### config.mk
export PLATFORM = sky130hd
export DESIGN_NAME = iec_top
export DESIGN_NICKNAME = d
export VERILOG_FILES = /design/src/core/iec_pkg.sv /design/src/core/iec_edge_detect.sv /design/src/core/iec_top.sv
export SDC_FILE = /design/constraint.sdc
export NUM_CORES = 1
export LEC_CHECK = 0
export BUFFER_PORTS_ARGS = -buffer_cell sky130_fd_sc_hd__buf_2
export CORE_ASPECT_RATIO = 1.5
export CORE_MARGIN = 3
export CORE_UTILIZATION = 46
export DETAILED_ROUTE_END_ITERATION = 8
export PLACE_DENSITY = 0.89
export REMOVE_ABC_BUFFERS = 1
export SETUP_SLACK_MARGIN = 0.5
export SYNTH_ARGS = -nofsm -noshare
export SYNTH_HDL_FRONTEND = slang
export SYNTH_SLANG_ARGS = --single-unit
### constraint.sdc
create_clock -name core_clk_i -period 5.7 [get_ports core_clk_i]
set_input_delay 1.14 -clock core_clk_i [delete_from_list [all_inputs] [get_ports core_clk_i]]
set_output_delay 1.14 -clock core_clk_i [all_outputs]
set_load 0.03 [all_outputs]
### src/core/iec_pkg.sv
// Package for the interrupt entry control block: offsets, fields, resets.
// Assumes a 32-bit APB master and a core that uses four clock phases.
package iec_pkg;
    // ==================================================
    // Register byte offsets
    localparam logic [7:0] IEC_CTRL_OFS = 8'h00;
    localparam logic [7:0] IEC_PFLAG_OFS = 8'h04;
    localparam logic [7:0] IEC_PEN_OFS = 8'h08;
    localparam logic [7:0] IEC_OPT_OFS = 8'h0c;
    localparam logic [7:0] IEC_STAT_OFS = 8'h10;
    // ==================================================
    // Control register fields, plus the option register edge bit
    localparam int IEC_GLOBAL_EN_BIT = 7;
    localparam int IEC_PGIE_BIT = 6;
    localparam int IEC_TMR_EN_BIT = 5;
    localparam int IEC_EXT_EN_BIT = 4;
    localparam int IEC_IOC_EN_BIT = 3;
    localparam int IEC_TMR_FLAG_BIT = 2;
    localparam int IEC_EXT_FLAG_BIT = 1;
    localparam int IEC_IOC_FLAG_BIT = 0;
    localparam int IEC_EDGE_BIT = 6;
    // ==================================================
    // Reset values
    localparam logic [7:0] IEC_CTRL_RST = 8'h00;
    localparam logic [7:0] IEC_PEN_RST = 8'h00;
    localparam logic [7:0] IEC_PFLAG_RST = 8'h00;
    localparam logic [7:0] IEC_OPT_RST = 8'h40;
    // ==================================================
    // Vector and timing
    localparam logic [14:0] IEC_VECTOR = 15'h0004;
    localparam int IEC_PHASES = 4;
    localparam logic [1:0] IEC_Q1 = 2'h0;
    localparam logic [1:0] IEC_Q4 = 2'h3;
    typedef enum logic [3:0] {
        IEC_IDLE = 4'h1,
        IEC_FLUSH = 4'h2,
        IEC_PUSH = 4'h4,
        IEC_JUMP = 4'h8
    } iec_state_e;
endpackage

### src/core/iec_edge_detect.sv
// Edge detector for the external interrupt pin.
// Assumes the pin is already synchronous to core_clk_i.
`timescale 1ns/1ps
module iec_edge_detect
    import iec_pkg::*;
(
    input wire logic core_clk_i,
    input wire logic rst_i,
    input wire logic pin_i,
    input wire logic rising_i,
    output logic edge_o
);
    logic prev_reg;
    logic prev_next;
    logic armed_reg;
    logic armed_next;

    always_comb begin
        prev_next = pin_i;
        armed_next = 1'b1;
    end

    always_ff @(posedge core_clk_i or posedge rst_i) begin
        if (rst_i) begin
            prev_reg <= 1'b0;
            armed_reg <= 1'b0;
        end else begin
            prev_reg <= prev_next;
            armed_reg <= armed_next;
        end
    end

    // Selected polarity only
    // Pin may idle high out of reset, so no edge in the first cycle
    assign edge_o = armed_reg &
                    (rising_i ? (pin_i & ~prev_reg) : (~pin_i & prev_reg));
endmodule

### src/core/iec_top.sv
// Contract
// Any reset leaves interrupts disabled.
// Redirect needs global, source and group enables; here the group enable gates only the peripheral flags.
// Flags set regardless of any enable.
// Entry flushes, clears global, pushes, saves, vectors.
// Events during service set flags only.
// Return pops, restores context, sets global enable.
// Pending flags serviced once global enable returns.
// Firmware clears handled flags before returning.
// Synchronous latency three or four cycles.
// Asynchronous latency three to five cycles.
// Latency independent of instruction length.
// Pin flag sampled every first phase.
// Pin flag may set in phases four, one.
// Edge select picks rising or falling edge.
// Shadow holds W, status, bank, pointers, latch.
// Global enable bit 7, group bit 6.
// Request is OR of gated flags.
//
// Interrupt entry control with APB registers and core sequencing.
// Assumes phase_i counts Q1..Q4 as 0..3 and all inputs are synchronous.
`timescale 1ns/1ps
module iec_top
    import iec_pkg::*;
#(
    parameter int PERIPH_W = 8,
    parameter int PC_W = 15
)(
    input wire logic core_clk_i,
    input wire logic rst_i,
    input wire logic psel_i,
    input wire logic penable_i,
    input wire logic pwrite_i,
    input wire logic [7:0] paddr_i,
    input wire logic [31:0] pwdata_i,
    output logic [31:0] prdata_o,
    output logic pready_o,
    output logic pslverr_o,
    input wire logic [1:0] phase_i,
    input wire logic ext_pin_i,
    input wire logic tmr_event_i,
    input wire logic ioc_level_i,
    input wire logic [PERIPH_W-1:0] periph_event_i,
    input wire logic return_from_irq_instr_i,
    input wire logic [PC_W-1:0] pc_i,
    input wire logic [7:0] w_i,
    input wire logic [4:0] status_i,
    input wire logic [4:0] bank_select_reg_i,
    input wire logic [31:0] indirect_pointer_regs_i,
    input wire logic [6:0] pc_high_latch_i,
    output logic flush_o,
    output logic push_o,
    output logic [PC_W-1:0] push_pc_o,
    output logic load_pc_o,
    output logic [PC_W-1:0] load_pc_val_o,
    output logic restore_o,
    output logic [7:0] shadow_w_o,
    output logic [4:0] shadow_status_o,
    output logic [4:0] shadow_bank_o,
    output logic [31:0] shadow_ptr_o,
    output logic [6:0] shadow_pc_high_latch_o,
    output logic irq_pending_o
);
    // ==================================================
    // Registers
    logic [7:0] ctrl_reg, ctrl_next;
    logic [PERIPH_W-1:0] pflag_reg, pflag_next;
    logic [PERIPH_W-1:0] pen_reg, pen_next;
    logic [7:0] opt_reg, opt_next;
    logic ext_edge, ext_seen_reg, ext_seen_next;
    logic wr_en, addr_ok;
    logic [31:0] rdata_next;
    logic [31:0] prdata_reg;
    logic request;
    iec_state_e state_reg, state_next;
    logic [PC_W-1:0] ret_pc_reg, ret_pc_next;
    logic [7:0] sh_w_reg, sh_w_next;
    logic [4:0] sh_st_reg, sh_st_next;
    logic [4:0] sh_bank_reg, sh_bank_next;
    logic [31:0] sh_ptr_reg, sh_ptr_next;
    logic [6:0] sh_pcl_reg, sh_pcl_next;

    function automatic logic sel_hit(input logic [7:0] a,
                                     input logic [7:0] ofs);
        sel_hit = (a == ofs);
    endfunction

    // Phase helpers shared by pin capture and the sequencer
    function automatic logic at_q1(input logic [1:0] ph);
        at_q1 = (ph == IEC_Q1);
    endfunction

    function automatic logic in_pin_window(input logic [1:0] ph);
        in_pin_window = (ph == IEC_Q4) || (ph == IEC_Q1);
    endfunction

    iec_edge_detect u_edge (
        .core_clk_i(core_clk_i),
        .rst_i(rst_i),
        .pin_i(ext_pin_i),
        .rising_i(opt_reg[IEC_EDGE_BIT]),
        .edge_o(ext_edge)
    );

    // ==================================================
    // Bus decode; single-cycle answer
    // Writes land in the access phase only
    assign wr_en = psel_i & penable_i & pwrite_i;
    assign addr_ok = sel_hit(paddr_i, IEC_CTRL_OFS) |
                     sel_hit(paddr_i, IEC_PFLAG_OFS) |
                     sel_hit(paddr_i, IEC_PEN_OFS) |
                     sel_hit(paddr_i, IEC_OPT_OFS) |
                     sel_hit(paddr_i, IEC_STAT_OFS);
    assign pready_o = 1'b1;
    // Unmapped access errors out and writes nothing
    assign pslverr_o = psel_i & penable_i & ~addr_ok;
    // Snapshot in setup so the access phase sees settled data
    assign prdata_o = prdata_reg;

    always_comb begin
        rdata_next = 32'h0000_0000;
        if (psel_i & ~penable_i & ~pwrite_i) begin
            case (paddr_i)
                IEC_CTRL_OFS: rdata_next[7:0] = ctrl_reg;
                IEC_PFLAG_OFS: rdata_next[PERIPH_W-1:0] = pflag_reg;
                IEC_PEN_OFS: rdata_next[PERIPH_W-1:0] = pen_reg;
                IEC_OPT_OFS: rdata_next[7:0] = opt_reg;
                IEC_STAT_OFS: rdata_next[4:0] = {request, state_reg};
                default: rdata_next = 32'h0000_0000;
            endcase
        end else begin
            rdata_next = prdata_reg;
        end
    end

    // ==================================================
    // Pin flag capture window: edge held until Q4/Q1
    always_comb begin
        ext_seen_next = ext_seen_reg | ext_edge;
        if (in_pin_window(phase_i)) begin
            ext_seen_next = 1'b0;
        end
    end

    // Request: OR of gated flags
    always_comb begin
        request = ctrl_reg[IEC_GLOBAL_EN_BIT] &
            ((ctrl_reg[IEC_TMR_EN_BIT] & ctrl_reg[IEC_TMR_FLAG_BIT]) |
             (ctrl_reg[IEC_EXT_EN_BIT] & ctrl_reg[IEC_EXT_FLAG_BIT]) |
             (ctrl_reg[IEC_IOC_EN_BIT] & ctrl_reg[IEC_IOC_FLAG_BIT]) |
             (ctrl_reg[IEC_PGIE_BIT] & (|(pflag_reg & pen_reg))));
    end
    assign irq_pending_o = request;

    // ==================================================
    // Register updates; hardware set wins over software clear
    always_comb begin
        ctrl_next = ctrl_reg;
        pflag_next = pflag_reg;
        pen_next = pen_reg;
        opt_next = opt_reg;
        if (wr_en) begin
            case (paddr_i)
                IEC_CTRL_OFS: ctrl_next[7:1] = pwdata_i[7:1];
                IEC_PFLAG_OFS: pflag_next = pwdata_i[PERIPH_W-1:0];
                IEC_PEN_OFS: pen_next = pwdata_i[PERIPH_W-1:0];
                IEC_OPT_OFS: opt_next = pwdata_i[7:0];
                default: ;
            endcase
        end
        // Change flag is read-only, follows its source level
        ctrl_next[IEC_IOC_FLAG_BIT] = ioc_level_i;
        pflag_next = pflag_next | periph_event_i;
        if (tmr_event_i) begin
            ctrl_next[IEC_TMR_FLAG_BIT] = 1'b1;
        end
        if ((ext_edge | ext_seen_reg) &&
            in_pin_window(phase_i)) begin
            ctrl_next[IEC_EXT_FLAG_BIT] = 1'b1;
        end
        // Cleared at the flush step so later events only pend
        if (state_reg == IEC_FLUSH) begin
            ctrl_next[IEC_GLOBAL_EN_BIT] = 1'b0;
        end
        if (return_from_irq_instr_i && state_reg == IEC_IDLE) begin
            ctrl_next[IEC_GLOBAL_EN_BIT] = 1'b1;
        end
    end

    // ==================================================
    // Entry sequencer, one step per instruction cycle at Q1, except JUMP, which returns to IDLE on the next clock
    always_comb begin
        state_next = state_reg;
        ret_pc_next = ret_pc_reg;
        sh_w_next = sh_w_reg;
        sh_st_next = sh_st_reg;
        sh_bank_next = sh_bank_reg;
        sh_ptr_next = sh_ptr_reg;
        sh_pcl_next = sh_pcl_reg;
        // Fixed three-step walk keeps latency free of instr length

        case (state_reg)
            IEC_IDLE: begin
                if (request && at_q1(phase_i)) begin
                    state_next = IEC_FLUSH;
                    // Context copied at the decision edge, before the core
                    ret_pc_next = pc_i;
                    sh_w_next = w_i;
                    sh_st_next = status_i;
                    sh_bank_next = bank_select_reg_i;
                    sh_ptr_next = indirect_pointer_regs_i;
                    sh_pcl_next = pc_high_latch_i;
                end
            end
            IEC_FLUSH: begin
                if (at_q1(phase_i)) begin
                    state_next = IEC_PUSH;
                end
            end
            IEC_PUSH: begin
                if (at_q1(phase_i)) begin
                    state_next = IEC_JUMP;
                end
            end
            IEC_JUMP: state_next = IEC_IDLE;
            default: state_next = IEC_IDLE;
        endcase
    end

    // Core strobes; flush, push and load one clock each, restore as long as the return input while the sequencer is in IDLE
    assign flush_o = (state_reg == IEC_FLUSH) && at_q1(phase_i);
    assign push_o = (state_reg == IEC_PUSH) && at_q1(phase_i);
    assign load_pc_o = (state_reg == IEC_JUMP);
    assign restore_o = return_from_irq_instr_i &&
                       (state_reg == IEC_IDLE);
    assign push_pc_o = ret_pc_reg;
    // Vector fixed; cut to the PC width on purpose
    assign load_pc_val_o = IEC_VECTOR[PC_W-1:0];
    assign shadow_w_o = sh_w_reg;
    assign shadow_status_o = sh_st_reg;
    assign shadow_bank_o = sh_bank_reg;
    assign shadow_ptr_o = sh_ptr_reg;
    assign shadow_pc_high_latch_o = sh_pcl_reg;

    // ==================================================
    // Register file state; reset clears global enable
    always_ff @(posedge core_clk_i or posedge rst_i) begin
        if (rst_i) begin
            ctrl_reg <= IEC_CTRL_RST;
            pflag_reg <= PERIPH_W'(IEC_PFLAG_RST);
            pen_reg <= PERIPH_W'(IEC_PEN_RST);
            opt_reg <= IEC_OPT_RST;
        end else begin
            ctrl_reg <= ctrl_next;
            pflag_reg <= pflag_next;
            pen_reg <= pen_next;
            opt_reg <= opt_next;
        end
    end

    // ==================================================
    // Pin edge holding state
    always_ff @(posedge core_clk_i or posedge rst_i) begin
        if (rst_i) begin
            ext_seen_reg <= 1'b0;
        end else begin
            ext_seen_reg <= ext_seen_next;
        end
    end

    // ==================================================
    // Read data snapshot
    always_ff @(posedge core_clk_i or posedge rst_i) begin
        if (rst_i) begin
            prdata_reg <= 32'h0000_0000;
        end else begin
            prdata_reg <= rdata_next;
        end
    end

    // ==================================================
    // Sequencer and shadow state; idle out of any reset
    always_ff @(posedge core_clk_i or posedge rst_i) begin
        if (rst_i) begin
            state_reg <= IEC_IDLE;
            ret_pc_reg <= '0;
            sh_w_reg <= 8'h00;
            sh_st_reg <= 5'h00;
            sh_bank_reg <= 5'h00;
            sh_ptr_reg <= 32'h0000_0000;
            sh_pcl_reg <= 7'h00;
        end else begin
            state_reg <= state_next;
            ret_pc_reg <= ret_pc_next;
            sh_w_reg <= sh_w_next;
            sh_st_reg <= sh_st_next;
            sh_bank_reg <= sh_bank_next;
            sh_ptr_reg <= sh_ptr_next;
            sh_pcl_reg <= sh_pcl_next;
        end
    end
endmodule

==> impl_metrics.tcl <==
set metrics [dict create \
    crit_path_frequent_cell "buf_2" \
    cts_buffer_depth 2 \
    grt_pass1_vias 4100 \
    drtPass1Iterations 4 \
    yosysWarnings 0 \
    fp.dieH_um 137.3 \
    final_common_cell "buf_2" \
    drive_gt1_share_pct 56.62 \
    cts_buffers 17 \
    synth_top_area_share_pct 55.40 \
    cts.sinks 119 \
    track_usage_pct 20.34 \
    yosysSeqAreaShare_pct 56.39 \
    critPathKind "primary input to primary output" \
    ys_types 41 \
    antenna_found_initial 2 \
    crit_path_cell_trace "buf_2 -> or4_1 -> nor2_1 -> nor3_1 -> buf_2" \
    hold_path.class "flip-flop to flip-flop" \
    coreArea_um2 11110 \
    synth-main-ff-cell "dfrtp_1" \
    ys_seq_elements 119 \
    routed_wl_um 12810 \
    start_kind "primary input" \
    syn_to_final_growth_pct 28.53 \
    route.met3.wl_um 1283 \
    required_ps 4560 \
    dp_hpwl_um 9916 \
    overflow 0 \
    synth_edf_count 0 \
    placed_cell_area_um2 6235 \
    fin_skew_ps 12.13 \
    gp_congestion 0.8833 \
    syn_inst 386 \
    synth_top_area_cell "dfrtp_1" \
    relSlewSlack_pct 38.92 \
    crit_end "pslverr_o" \
    ant_nets 0 \
    post_drt_via_cell_ratio 5.067 \
    path_clk_slew_ps 50 \
    die_w_um 93.52 \
    insertion_delay_ps 410 \
    met2_length_um 6741 \
    finalHoldViolCount 0 \
    cts_resized 0 \
    final.min_clock_period_ps 3870 \
    routedWlPerCell_um 17.22 \
    drcViolationCount 0 \
    rsz0062_at_grt "no" \
    holdPathStages 1 \
    cts_tree "yes" \
    p_per_area_nw_per_um2 352.2 \
    insertedDiodeCount 0 \
    rr_startpoint "state_reg[0]" \
    grt_max_degree 74 \
    max_stage_delay_ps 610 \
    wl_met1_um 4259 \
    setup_violations 0 \
    critPathMaxFanout 9 \
    reg2reg_slack_ps 3060 \
    largest_reg_flops 32 \
    grt_pass1_wl_um 19750 \
    async_flop_share_pct 100.0 \
    r2r_cells 5 \
    postSynthAreaPerCell_um2 13.69 \
    htreeDepth 4 \
    final_area_um2 6793 \
    fillers 869 \
    cp_slowest_cell "or4_1" \
    clock.fmax_mhz 258.4 \
    vias 3770 \
    power_leakage_nw 3.589 \
    boundaryPins 257 \
    maxCapViolCount 0 \
    cp.arrival_ps 2730 \
    dieArea_um2 12840 \
    maxUsedRoutingLayer "met5" \
    crit_start "paddr_i[4]" \
    hold_buffers 0 \
    synth_top_cells_by_area "dfrtp_1 55%, mux2_2 20%, buf_4 6.5%, mux4_2 3.4%, a21oi_1 1.4%" \
    num_rows 47 \
    final_max_slew_viol_count 0 \
    first_iter_violations 95 \
    cts_setup_buffers 0 \
    worst_pin_slew_ps 916.3 \
    r2r-end "shadow_ptr_o[7]" \
    final_cell_mix "192 x buf_2, 117 x dfrtp_1, 92 x mux2_2" \
    initial_core_util_pct 47.55 \
    cts.root.buffer_cell "clkbuf_16" \
    fin_hold_ws_ps 501.1 \
    ir_drop_mv 0.2299 \
    cp-end-kind "primary output" \
    port_buffers 192 \
    synth.cell_area_um2 5285 \
    nets 717 \
    final_util_pct 61.12 \
    status "finished clean" \
    finalCritPeriodShare_pct 67.89 \
    power_mw 2.392 \
]
[synthesized netlist by cell type, drive strengths merged, types with 4 or more instances]
master / count
nor2: 15
nor3: 11
clkbuf: 4
mux4: 8
nand2: 6
inv: 7
nand3: 4
buf: 50
o21ai: 5
mux2: 92
nor4: 4
nor2b: 4
a21oi: 15
dfrtp: 117
a22oi: 8
[cell families after synthesis]
family	count (synthesis)	synth area share, %
buf+inv	61	7.694
xor+xnor	1	0.1657
fa+ha+maj	1	0.2367
simple gates	66	8.073
flops	119	56.39
compound gates	35	4.096
mux	101	23.20
other cells	2	0.1421
[cell type report]
class / count / area, um^2 / area share [%]
Inverter: 7 / 28.78 / 0.4237
Tap cell: 147 / 183.9 / 2.708
Timing Repair Buffer: 195 / 983.4 / 14.48
Sequential cell: 119 / 2980 / 43.88
Clock buffer: 20 / 456.7 / 6.723
Clock inverter: 11 / 101.3 / 1.492
Multi-Input combinational cell: 245 / 2058 / 30.30
[report_power, final]
part	internal [mW]	switching (mW)	total, mW
combinational	0.145	0.295	0.441
clock	0.619	0.369	0.988
sequential	0.924	0.0398	0.964
total	1.69	0.704	2.39
[metal layers]
layer  global-route usage [%]  up-vias
li1                         -     1700
met1                    20.04     1824
met2                    35.73      206
met3                    8.962       36
met4                    10.43        4
met5                        0        -
[how the worst min path moves through the flow]
stage                startpoint          endpoint  slack, ps
2_1_floorplan      ext_seen_reg      ext_seen_reg        470
3_3_place_gp         opt_reg[3]        opt_reg[3]        480
3_5_place_dp   shadow_ptr_o[24]  shadow_ptr_o[24]        490
4_1_cts              opt_reg[5]        opt_reg[5]        500
5_1_grt              opt_reg[5]        opt_reg[5]        520
6_report          shadow_w_o[1]     shadow_w_o[1]        500
[through the flow]
| step | setup WS (ps) | TNS [ps] | cells |
|---|---|---|---|
| after floorplan | -28.83 | -2076 | 371 |
| after global placement | 1842 | 0 | 713 |
| after detailed placement | 1849 | 0 | 713 |
| after CTS | 1844 | 0 | 744 |
| after global routing | 1757 | 0 | 744 |
| final | 1830 | 0 | 744 |
[worst max-delay path: cells and delay by family]
kind	cells	cell delay (ps)
buffers and inverters	2	330
and+or+nand+nor	3	1260
No activity file was read; power rests on OpenSTA's default activity.
